`src/hw/lcd_timing_map.svh`:
```
`ifndef LCD_TIMING_MAP_SVH
`define LCD_TIMING_MAP_SVH
// register indices; the byte address on the bus is four times the index
`define IDX_PANEL_TYPE       18'h1ffe1
`define IDX_MODE_ONE         18'h1ffe2
`define IDX_POWER_SAVE       18'h1ffe3
`define IDX_HORIZ_SIZE       18'h1ffe4
`define IDX_VERT_SIZE_LOW    18'h1ffe5
`define IDX_VERT_SIZE_HIGH   18'h1ffe6
`define IDX_LINE_PULSE_START 18'h1ffe7
`define IDX_HORIZ_BLANK      18'h1ffe8
`define IDX_FRAME_PULSE_START 18'h1ffe9
`define IDX_VERT_BLANK       18'h1ffea
`define IDX_GPIO_CONFIG      18'h1fff8
`define IDX_GPIO_CONTROL     18'h1fff9
// field positions
`define BIT_ACTIVE_MATRIX    7
`define BIT_SW_INVERT        0
`define BIT_HW_INVERT_EN     1
`define BIT_HW_PS_EN         2
`define BIT_PWR_OVERRIDE     3
`define BIT_VND_STATUS       7
`define BIT_GPIO_ZERO        0
`define BIT_GPIO_FOUR        4
// codes and timing counts, in 8-pixel groups or lines
`define PS_CODE_SAVE         2'h0
`define PS_CODE_NORMAL       2'h3
`define HORIZ_BLANK_BIAS     8'h04
`define LINE_PULSE_BIAS      8'h02
`define REG_RESET            8'h00
`define AXI_OKAY             2'h0
`define AXI_DECERR           2'h3
`endif

```
`src/hw/lcd_timing_pkg.sv`:
```
package lcd_timing_pkg;
  typedef enum logic [1:0] {pwr_off, pwr_up, pwr_on, pwr_down} pwr_state_t;

  typedef struct packed {
    logic s1;
    logic s2;
    logic s3;
    logic level;
  } sync_state_t;

  typedef struct packed {
    logic        aw_held;
    logic [17:0] aw_idx;
    logic        w_held;
    logic [7:0]  w_byte;
    logic        w_lane;
    logic        bvalid;
    logic [1:0]  bresp;
    logic        rvalid;
    logic [7:0]  rbyte;
    logic [1:0]  rresp;
    logic        am;
    logic [1:0]  mode_one;
    logic [3:0]  ps_ctrl;
    logic [6:0]  hsize;
    logic [9:0]  vsize;
    logic [4:0]  lps;
    logic [4:0]  hblank;
    logic [5:0]  fps;
    logic [5:0]  vblank;
    logic        cfg0;
    logic        cfg4;
    logic        ctl0;
    logic        ctl4;
    logic [7:0]  hcnt;
    logic [10:0] vcnt;
    pwr_state_t  pwr;
    logic [11:0] pix;
    logic        line_p;
    logic        frame_p;
  } core_state_t;
endpackage

```
`src/hw/pin_sync.sv`:
```
`timescale 1ns/1ps
// three-stage pin synchroniser; the level moves only when stages two and three agree
module pin_sync
  import lcd_timing_pkg::*;
(
  input  wire logic aclk,
  input  wire logic aresetn,
  input  wire logic pin,
  output logic      level
);
  sync_state_t st;
  sync_state_t next_st;

  // first stage feeds only the second
  always_comb begin
    next_st       = st;
    next_st.s1    = pin;
    next_st.s2    = st.s1;
    next_st.s3    = st.s2;
    next_st.level = (st.s2 == st.s3) ? st.s3 : st.level;
    if (!aresetn) begin
      next_st = '0;
    end
  end

  always_ff @(posedge aclk) begin
    st <= next_st;
  end

  assign level = st.level;
endmodule

```
`src/hw/lcd_panel_timing.sv`:
```
`timescale 1ns/1ps
`include "lcd_timing_map.svh"
// Summary of operation
// - software invert bit selects inverse video
// - inversion applied after look-up table output
// - hardware enable picks pin (passive only) or software bit
// - passive: data bit eleven is invert or io4
// - override: power off, signals low immediately
// - hardware power save: io0 is request input
// - io0 input or output per config bit
// - power save field: 00 save, 11 normal
// - line width in 8-pixel groups, minus one
// - ten-bit line count minus one
// - active matrix line pulse (field+2) groups late
// - horizontal blank is (field+4) groups
// - active matrix frame pulse field lines late
// - vertical blank is field lines exactly
// - status bit high during vertical blank
module lcd_panel_timing
  import lcd_timing_pkg::*;
(
  input  wire logic        aclk,
  input  wire logic        aresetn,
  input  wire logic [19:0] awaddr,
  input  wire logic        awvalid,
  output logic             awready,
  input  wire logic [31:0] wdata,
  input  wire logic [3:0]  wstrb,
  input  wire logic        wvalid,
  output logic             wready,
  output logic [1:0]       bresp,
  output logic             bvalid,
  input  wire logic        bready,
  input  wire logic [19:0] araddr,
  input  wire logic        arvalid,
  output logic             arready,
  output logic [31:0]      rdata,
  output logic [1:0]       rresp,
  output logic             rvalid,
  input  wire logic        rready,
  input  wire logic [11:0] lut_pixel_data,
  output logic             pixel_fetch,
  output logic [10:0]      panel_pixel_data,
  input  wire logic        panel_data_bit_eleven_in,
  output logic             panel_data_bit_eleven_out,
  output logic             panel_data_bit_eleven_oe,
  input  wire logic        general_io_pin_zero_in,
  output logic             general_io_pin_zero_out,
  output logic             general_io_pin_zero_oe,
  output logic             line_pulse,
  output logic             frame_pulse,
  output logic             panel_power_output,
  output logic             power_save_active
);
  core_state_t st;
  core_state_t next_st;
  logic        io0_level;
  logic        bit11_level;
  logic [7:0]  hlast;
  logic [10:0] vlast;
  logic [7:0]  line_pos;
  logic [10:0] frame_pos;
  logic        display;
  logic        vstat;
  logic        ps_req;
  logic        sig_en;
  logic        invert;
  logic        frame_end;
  logic        hw_ps_en;
  logic        hw_inv_en;

  // register index hit; shared by read and write decode
  function automatic logic reg_hit(input logic [17:0] idx);
    reg_hit = (idx >= `IDX_PANEL_TYPE && idx <= `IDX_VERT_BLANK) ||
              idx == `IDX_GPIO_CONFIG || idx == `IDX_GPIO_CONTROL;
  endfunction

  // read mux; unused bit positions return zero
  function automatic logic [7:0] reg_read(input logic [17:0] idx, input core_state_t s,
                                          input logic io0, input logic vs);
    logic [7:0] d;
    d = 8'h00;
    case (idx)
      `IDX_PANEL_TYPE:        d[`BIT_ACTIVE_MATRIX] = s.am;
      `IDX_MODE_ONE:          d[1:0] = s.mode_one;
      `IDX_POWER_SAVE:        d[3:0] = s.ps_ctrl;
      `IDX_HORIZ_SIZE:        d[6:0] = s.hsize;
      `IDX_VERT_SIZE_LOW:     d = s.vsize[7:0];
      `IDX_VERT_SIZE_HIGH:    d[1:0] = s.vsize[9:8];
      `IDX_LINE_PULSE_START:  d[4:0] = s.lps;
      `IDX_HORIZ_BLANK:       d[4:0] = s.hblank;
      `IDX_FRAME_PULSE_START: d[5:0] = s.fps;
      `IDX_VERT_BLANK:        d = {vs, 1'b0, s.vblank};
      `IDX_GPIO_CONFIG: begin
        d[`BIT_GPIO_ZERO] = s.cfg0;
        d[`BIT_GPIO_FOUR] = s.cfg4;
      end
      `IDX_GPIO_CONTROL: begin
        d[`BIT_GPIO_ZERO] = s.cfg0 ? s.ctl0 : io0;
        d[`BIT_GPIO_FOUR] = s.ctl4;
      end
      default:                d = 8'h00;
    endcase
    return d;
  endfunction

  pin_sync u_io0_sync (
    .aclk    (aclk),
    .aresetn (aresetn),
    .pin     (general_io_pin_zero_in),
    .level   (io0_level)
  );

  pin_sync u_bit11_sync (
    .aclk    (aclk),
    .aresetn (aresetn),
    .pin     (panel_data_bit_eleven_in),
    .level   (bit11_level)
  );

  // raster geometry; one clock is one 8-pixel group
  assign hlast     = {1'b0, st.hsize} + {3'b000, st.hblank} + `HORIZ_BLANK_BIAS;
  assign vlast     = {1'b0, st.vsize} + {5'b00000, st.vblank};
  assign line_pos  = {1'b0, st.hsize} + 8'h01 + {3'b000, st.lps} + `LINE_PULSE_BIAS;
  assign frame_pos = {1'b0, st.vsize} + {5'b00000, st.fps};
  assign display   = (st.hcnt <= {1'b0, st.hsize}) && (st.vcnt <= {1'b0, st.vsize});
  assign vstat     = st.vcnt > {1'b0, st.vsize};
  assign frame_end = (st.hcnt == hlast) && (st.vcnt == vlast);
  assign hw_ps_en  = st.ps_ctrl[`BIT_HW_PS_EN];
  assign hw_inv_en = st.mode_one[`BIT_HW_INVERT_EN];
  // reserved codes act as normal operation
  assign ps_req    = (st.ps_ctrl[1:0] == `PS_CODE_SAVE) || (hw_ps_en && io0_level);
  assign sig_en    = st.pwr != pwr_off;
  // pin only counts in passive mode, where it is an input
  assign invert    = hw_inv_en ? (!st.am && bit11_level) : st.mode_one[`BIT_SW_INVERT];

  always_comb begin
    next_st = st;
    // write channel: address and data taken in either order
    if (awvalid && awready) begin
      next_st.aw_held = 1'b1;
      next_st.aw_idx  = awaddr[19:2];
    end
    if (wvalid && wready) begin
      next_st.w_held = 1'b1;
      next_st.w_byte = wdata[7:0];
      next_st.w_lane = wstrb[0];
    end
    if (st.aw_held && st.w_held) begin
      next_st.aw_held = 1'b0;
      next_st.w_held  = 1'b0;
      next_st.bvalid  = 1'b1;
      next_st.bresp   = reg_hit(st.aw_idx) ? `AXI_OKAY : `AXI_DECERR;
      if (st.w_lane) begin
        case (st.aw_idx)
          `IDX_PANEL_TYPE:        next_st.am = st.w_byte[`BIT_ACTIVE_MATRIX];
          `IDX_MODE_ONE:          next_st.mode_one = st.w_byte[1:0];
          `IDX_POWER_SAVE:        next_st.ps_ctrl = st.w_byte[3:0];
          `IDX_HORIZ_SIZE:        next_st.hsize = st.w_byte[6:0];
          `IDX_VERT_SIZE_LOW:     next_st.vsize[7:0] = st.w_byte;
          `IDX_VERT_SIZE_HIGH:    next_st.vsize[9:8] = st.w_byte[1:0];
          `IDX_LINE_PULSE_START:  next_st.lps = st.w_byte[4:0];
          `IDX_HORIZ_BLANK:       next_st.hblank = st.w_byte[4:0];
          `IDX_FRAME_PULSE_START: next_st.fps = st.w_byte[5:0];
          `IDX_VERT_BLANK:        next_st.vblank = st.w_byte[5:0];
          `IDX_GPIO_CONFIG: begin
            next_st.cfg0 = st.w_byte[`BIT_GPIO_ZERO];
            next_st.cfg4 = st.w_byte[`BIT_GPIO_FOUR];
          end
          `IDX_GPIO_CONTROL: begin
            next_st.ctl0 = st.w_byte[`BIT_GPIO_ZERO];
            next_st.ctl4 = st.w_byte[`BIT_GPIO_FOUR];
          end
          default: ;
        endcase
      end
    end
    if (st.bvalid && bready) begin
      next_st.bvalid = 1'b0;
    end
    // read channel: data sampled at the address edge
    if (arvalid && arready) begin
      next_st.rvalid = 1'b1;
      next_st.rbyte  = reg_read(araddr[19:2], st, io0_level, vstat);
      next_st.rresp  = reg_hit(araddr[19:2]) ? `AXI_OKAY : `AXI_DECERR;
    end else if (st.rvalid && rready) begin
      next_st.rvalid = 1'b0;
    end

    // panel power sequencing
    case (st.pwr)
      pwr_on: begin
        if (ps_req) begin
          next_st.pwr = st.ps_ctrl[`BIT_PWR_OVERRIDE] ? pwr_off : pwr_down;
        end
      end
      pwr_down: begin
        // power already off; signals run out the frame so the panel sees a clean end
        if (st.ps_ctrl[`BIT_PWR_OVERRIDE] || frame_end) begin
          next_st.pwr = pwr_off;
        end else if (!ps_req) begin
          next_st.pwr = pwr_on;
        end
      end
      pwr_off: begin
        if (!ps_req) begin
          next_st.pwr = pwr_up;
        end
      end
      pwr_up: begin
        // signals run one frame before power returns
        if (ps_req) begin
          next_st.pwr = pwr_off;
        end else if (frame_end) begin
          next_st.pwr = pwr_on;
        end
      end
      default: next_st.pwr = pwr_off;
    endcase

    // raster counters, parked while signals are off
    if (!sig_en) begin
      next_st.hcnt = 8'h00;
      next_st.vcnt = 11'h000;
    end else if (st.hcnt >= hlast) begin
      next_st.hcnt = 8'h00;
      next_st.vcnt = (st.vcnt >= vlast) ? 11'h000 : st.vcnt + 11'h001;
    end else begin
      next_st.hcnt = st.hcnt + 8'h01;
    end

    // pixel, line and frame outputs, all low while signals are off
    next_st.pix = (sig_en && display) ? (lut_pixel_data ^ {12{invert}}) : 12'h000;
    next_st.line_p = sig_en && (st.hcnt == (st.am ? line_pos : {1'b0, st.hsize} + 8'h01));
    next_st.frame_p = sig_en && (st.am ? (st.vcnt == frame_pos) : (st.vcnt == 11'h000));

    if (!aresetn) begin
      next_st     = '0;
      next_st.pwr = pwr_off;
    end
  end

  always_ff @(posedge aclk) begin
    st <= next_st;
  end

  // bus handshakes; one write and one read in flight
  assign awready = !st.aw_held && !st.bvalid;
  assign wready  = !st.w_held && !st.bvalid;
  assign bvalid  = st.bvalid;
  assign bresp   = st.bresp;
  assign arready = !st.rvalid;
  assign rvalid  = st.rvalid;
  assign rresp   = st.rresp;
  assign rdata   = {24'h000000, st.rbyte};

  // panel side
  assign pixel_fetch        = sig_en && display;
  assign panel_pixel_data   = st.pix[10:0];
  assign line_pulse         = st.line_p;
  assign frame_pulse        = st.frame_p;
  assign panel_power_output = st.pwr == pwr_on;
  assign power_save_active  = st.pwr == pwr_off;

  // io0 never drives while it serves as the power save request
  assign general_io_pin_zero_oe  = st.cfg0 && !hw_ps_en;
  assign general_io_pin_zero_out = st.ctl0;

  // bit eleven: pixel out in active matrix, else invert input or io4
  always_comb begin
    if (st.am) begin
      panel_data_bit_eleven_oe  = 1'b1;
      panel_data_bit_eleven_out = st.pix[11];
    end else if (hw_inv_en) begin
      panel_data_bit_eleven_oe  = 1'b0;
      panel_data_bit_eleven_out = 1'b0;
    end else begin
      panel_data_bit_eleven_oe  = st.cfg4;
      panel_data_bit_eleven_out = st.ctl4;
    end
  end
endmodule

```
`config.mk`:
```
export PLATFORM = sky130hd
export DESIGN_NAME = lcd_panel_timing
export DESIGN_NICKNAME = d
export VERILOG_FILES = /design/src/hw/lcd_timing_pkg.sv /design/src/hw/pin_sync.sv /design/src/hw/lcd_panel_timing.sv
export VERILOG_INCLUDE_DIRS = /design/src /design/src/hw
export SDC_FILE = /design/constraint.sdc
export NUM_CORES = 1
export LEC_CHECK = 0
export BUFFER_PORTS_ARGS = -buffer_cell sky130_fd_sc_hd__buf_4
export CAP_MARGIN = 20
export CORE_AREA = 3 3 129 131
export CTS_CLUSTER_SIZE = 40
export DETAILED_ROUTE_END_ITERATION = 6
export DIE_AREA = 0 0 132 134
export PLACE_DENSITY = 0.76
export SLEW_MARGIN = 30
export SYNTH_ARGS = -nofsm -noshare
export SYNTH_HDL_FRONTEND = slang
export SYNTH_SLANG_ARGS = --single-unit
```
`constraint.sdc`:
```
create_clock -name aclk -period 4.4 [get_ports aclk]
set_input_delay 0.44 -clock aclk [delete_from_list [all_inputs] [get_ports aclk]]
set_output_delay 0.44 -clock aclk [all_outputs]
set_load 0.005 [all_outputs]
```
==> results.md <==
* Prevailing post-synth register cell: dfxtp_1
* Startpoint types: flip-flop
* Setup violators final at 0
* FFs w/ async S/R, synth at 0%
* Syn. warnings at 0
* Grt total ovfl at 0
* Final WS setup at 0.482 ns
* Number of H-tree levels at 4
* Top-area cell type share of the netlist area at 30.5%
* Data required, critical path at 4.67 ns
* DR DRC count at 0
* Nets at 1275
* Avg WL per Cell at 16.4 um
* Post-cts resize count at 0
* CORE AREA at 0.0157 mm^2
* Synth cell types at 69
* Final std cells w/o fill at 1328
* Clock buffer depth at 2
* RSZ-0062 raised after global routing: no
* Area Overhead vs Synth at 13.5%
* Setup tns final at 0 ns
* Most common library cells after synthesis: 134 x dfxtp_1, 122 x nand2_1, 72 x ha_1
* Synth Area per Inst at 8.40 um^2
* VDD IR max at 0.332 mV
* Clock Skew at 0.0101 ns
* Ranking of synthesized cells by area: dfxtp_1 31%, ha_1 10%, xnor2_1 5.9%
* Worst slack, placed at 0.561 ns
* Crit Path Max Fanout at 10
* Post-route cell area at 0.00998 mm^2
* Largest net degree at the start of global routing at 92
* Antenna violations before repair at 0
* Fillers at 1359
* Clk slew on worst S/H paths at 0.06 ns
* Leakage at 4.15 nW
* CP endpoint kind: flip-flop
* Routed Antenna Nets at 0
* Gpl congestion at 0.951
* Top cell type by total area after synthesis: dfxtp_1
* Rows at 46
* Area occupied by multi-input gates at 0.00547 mm^2
* Routed wire length at 21.7 mm
* Register Area at 0.00268 mm^2
* Register bit total from synthesis at 134
* Maximum clock frequency at 0.255 GHz
* Cts hold-fix bufs at 0
* Worst Hold Class: primary input to flip-flop
* Period utilization at 89.1%
* Worst skew pair latency at 0.42 ns
* EDFF count, synth at 0
* Pwr Total at 2.79 mW
* Post-Route Utilization at 63.5%
* Diodes inserted at 0
* Syn Inst Count at 1046
* Die W at 132 um
* Clock root buffer: clkbuf_16
* Worst slew pin tran at 0.901 ns
* Final Hold Viols at 0
* WP data arrival at 4.18 ns
* Postcts setup bufs at 0
* Slew margin rel. at 39.7%
* Starting density of the core at 55.9%
* Die H at 134 um
* Die footprint at 0.0177 mm^2
* Total number of vias at 7394
* DP HPWL at 16.1 mm
* Placed cell areas at 0.00944 mm^2
* Hold_ws at 0.228 ns
* Most common cell in the netlist: dfxtp_1
* Crit Path Category: flip-flop to flip-flop
* Total GRT Usage at 24.7%
* Layout cell share with drive strength beyond 1 at 14.0%
* Vias in the first global route at 7125
* Outcome: complete, no violations
* Max_cap viols at 0
* Crit path time final at 3.92 ns
* # IOs at 158
* Sequential-to-total area share from yosys stat at 30.5%
* Post-Synthesis Cell Area at 0.00879 mm^2
* CTS Buf Count at 17
* I/O Buffers at 102
* Power per cell area at 279 mW/mm^2
* 1st-iter DRT viols at 415
* Clock sink count at 134
* First-pass GRT wire length at 35.5 mm
* Placed Cells at 1299
* CTS tree: done
* Vias/cell at 5.57
* 1st-pass router iterations at 5
* Max Slew Vio Count at 0
## report_power, final
part	switching, mW	leakage (nW)	internal (mW)	total, mW
sequential	0.0321	1.09	1.24	1.27
combinational	0.0900	2.80	0.0909	0.181
clock	0.552	0.261	0.785	1.34
## flip-flops by register name, summed over array words and instances (netlist names)
register,count
bresp,1
bvalid,1
frame_pulse,1
general_io_pin_zero_out,1
hw_inv_en,1
hw_ps_en,1
line_pulse,1
panel_pixel_data,11
rdata,8
rresp,1
rvalid,1
st,98
u_bit11_sync.level,1
u_bit11_sync.st,3
u_io0_sync.level,1
u_io0_sync.st,3
## worst max-delay path: stages (launching register included)
cell      delay [ns]
dfxtp_1         0.50
inv_1           0.11
ha_1            0.29
inv_1           0.07
ha_1            0.29
a21o_1          0.18
a21oi_1         0.23
o21bai_1        0.09
a21oi_1         0.17
xnor2_1         0.08
ha_1            0.29
nand3_1         0.12
nor2_1          0.13
a21oi_1         0.09
and2_1          0.26
o311ai_2        0.71
nor2_1          0.14
## per-layer routing
metal	track usage (%)	vias to the layer above	routed length, um
li1	-	3675	-
met1	30.8	3500	9510
met2	42.4	176	10500
met3	5.66	43	1160
met4	7.88	0	529
met5	0	-	0
## final timing paths
check        slack (ns)                 end              startpoint  cells past startpoint
max reg2reg        0.48              st[24]                  st[73]                     16
min                0.23    u_io0_sync.st[3]  general_io_pin_zero_in                      2
min reg2reg        0.44  u_bit11_sync.st[2]      u_bit11_sync.st[3]                      1
max                0.48              st[24]                  st[73]                     16
## cells in the final DEF, fill, tap and decap left out, drive strengths merged, types with 45 or more instances in the layout
master  synthesis  routed
dfxtp         134     134
nand2         123     123
buf            50     110
ha             72      72
xnor2          59      59
nor2b          57      57
nor2           57      57
inv            50      54
mux2i          49      49
a21boi         45      45
## cell families after synthesis
| group | share of synthesized area (%) |
|---|---|
| and+or+nand+nor | 21.4 |
| DFF | 30.5 |
| xor gates and xnor gates | 7.07 |
| AOI/OAI and AO/OA | 15.6 |
| adders and majority gates | 11.2 |
| muxes | 5.96 |
| other | 0.0427 |
| buffers and inverters | 8.27 |
## area by class of cell
type / instances / share of cell area, %
Multi-Input combinational cell: 789 / 54.8
Sequential cell: 134 / 26.9
Timing Repair Buffer: 110 / 8.27
Clock buffer: 18 / 4.40
Tap cell: 216 / 2.71
Inverter: 50 / 1.88
Clock inverter: 11 / 1.03
(Power assumes the default switching activity.)
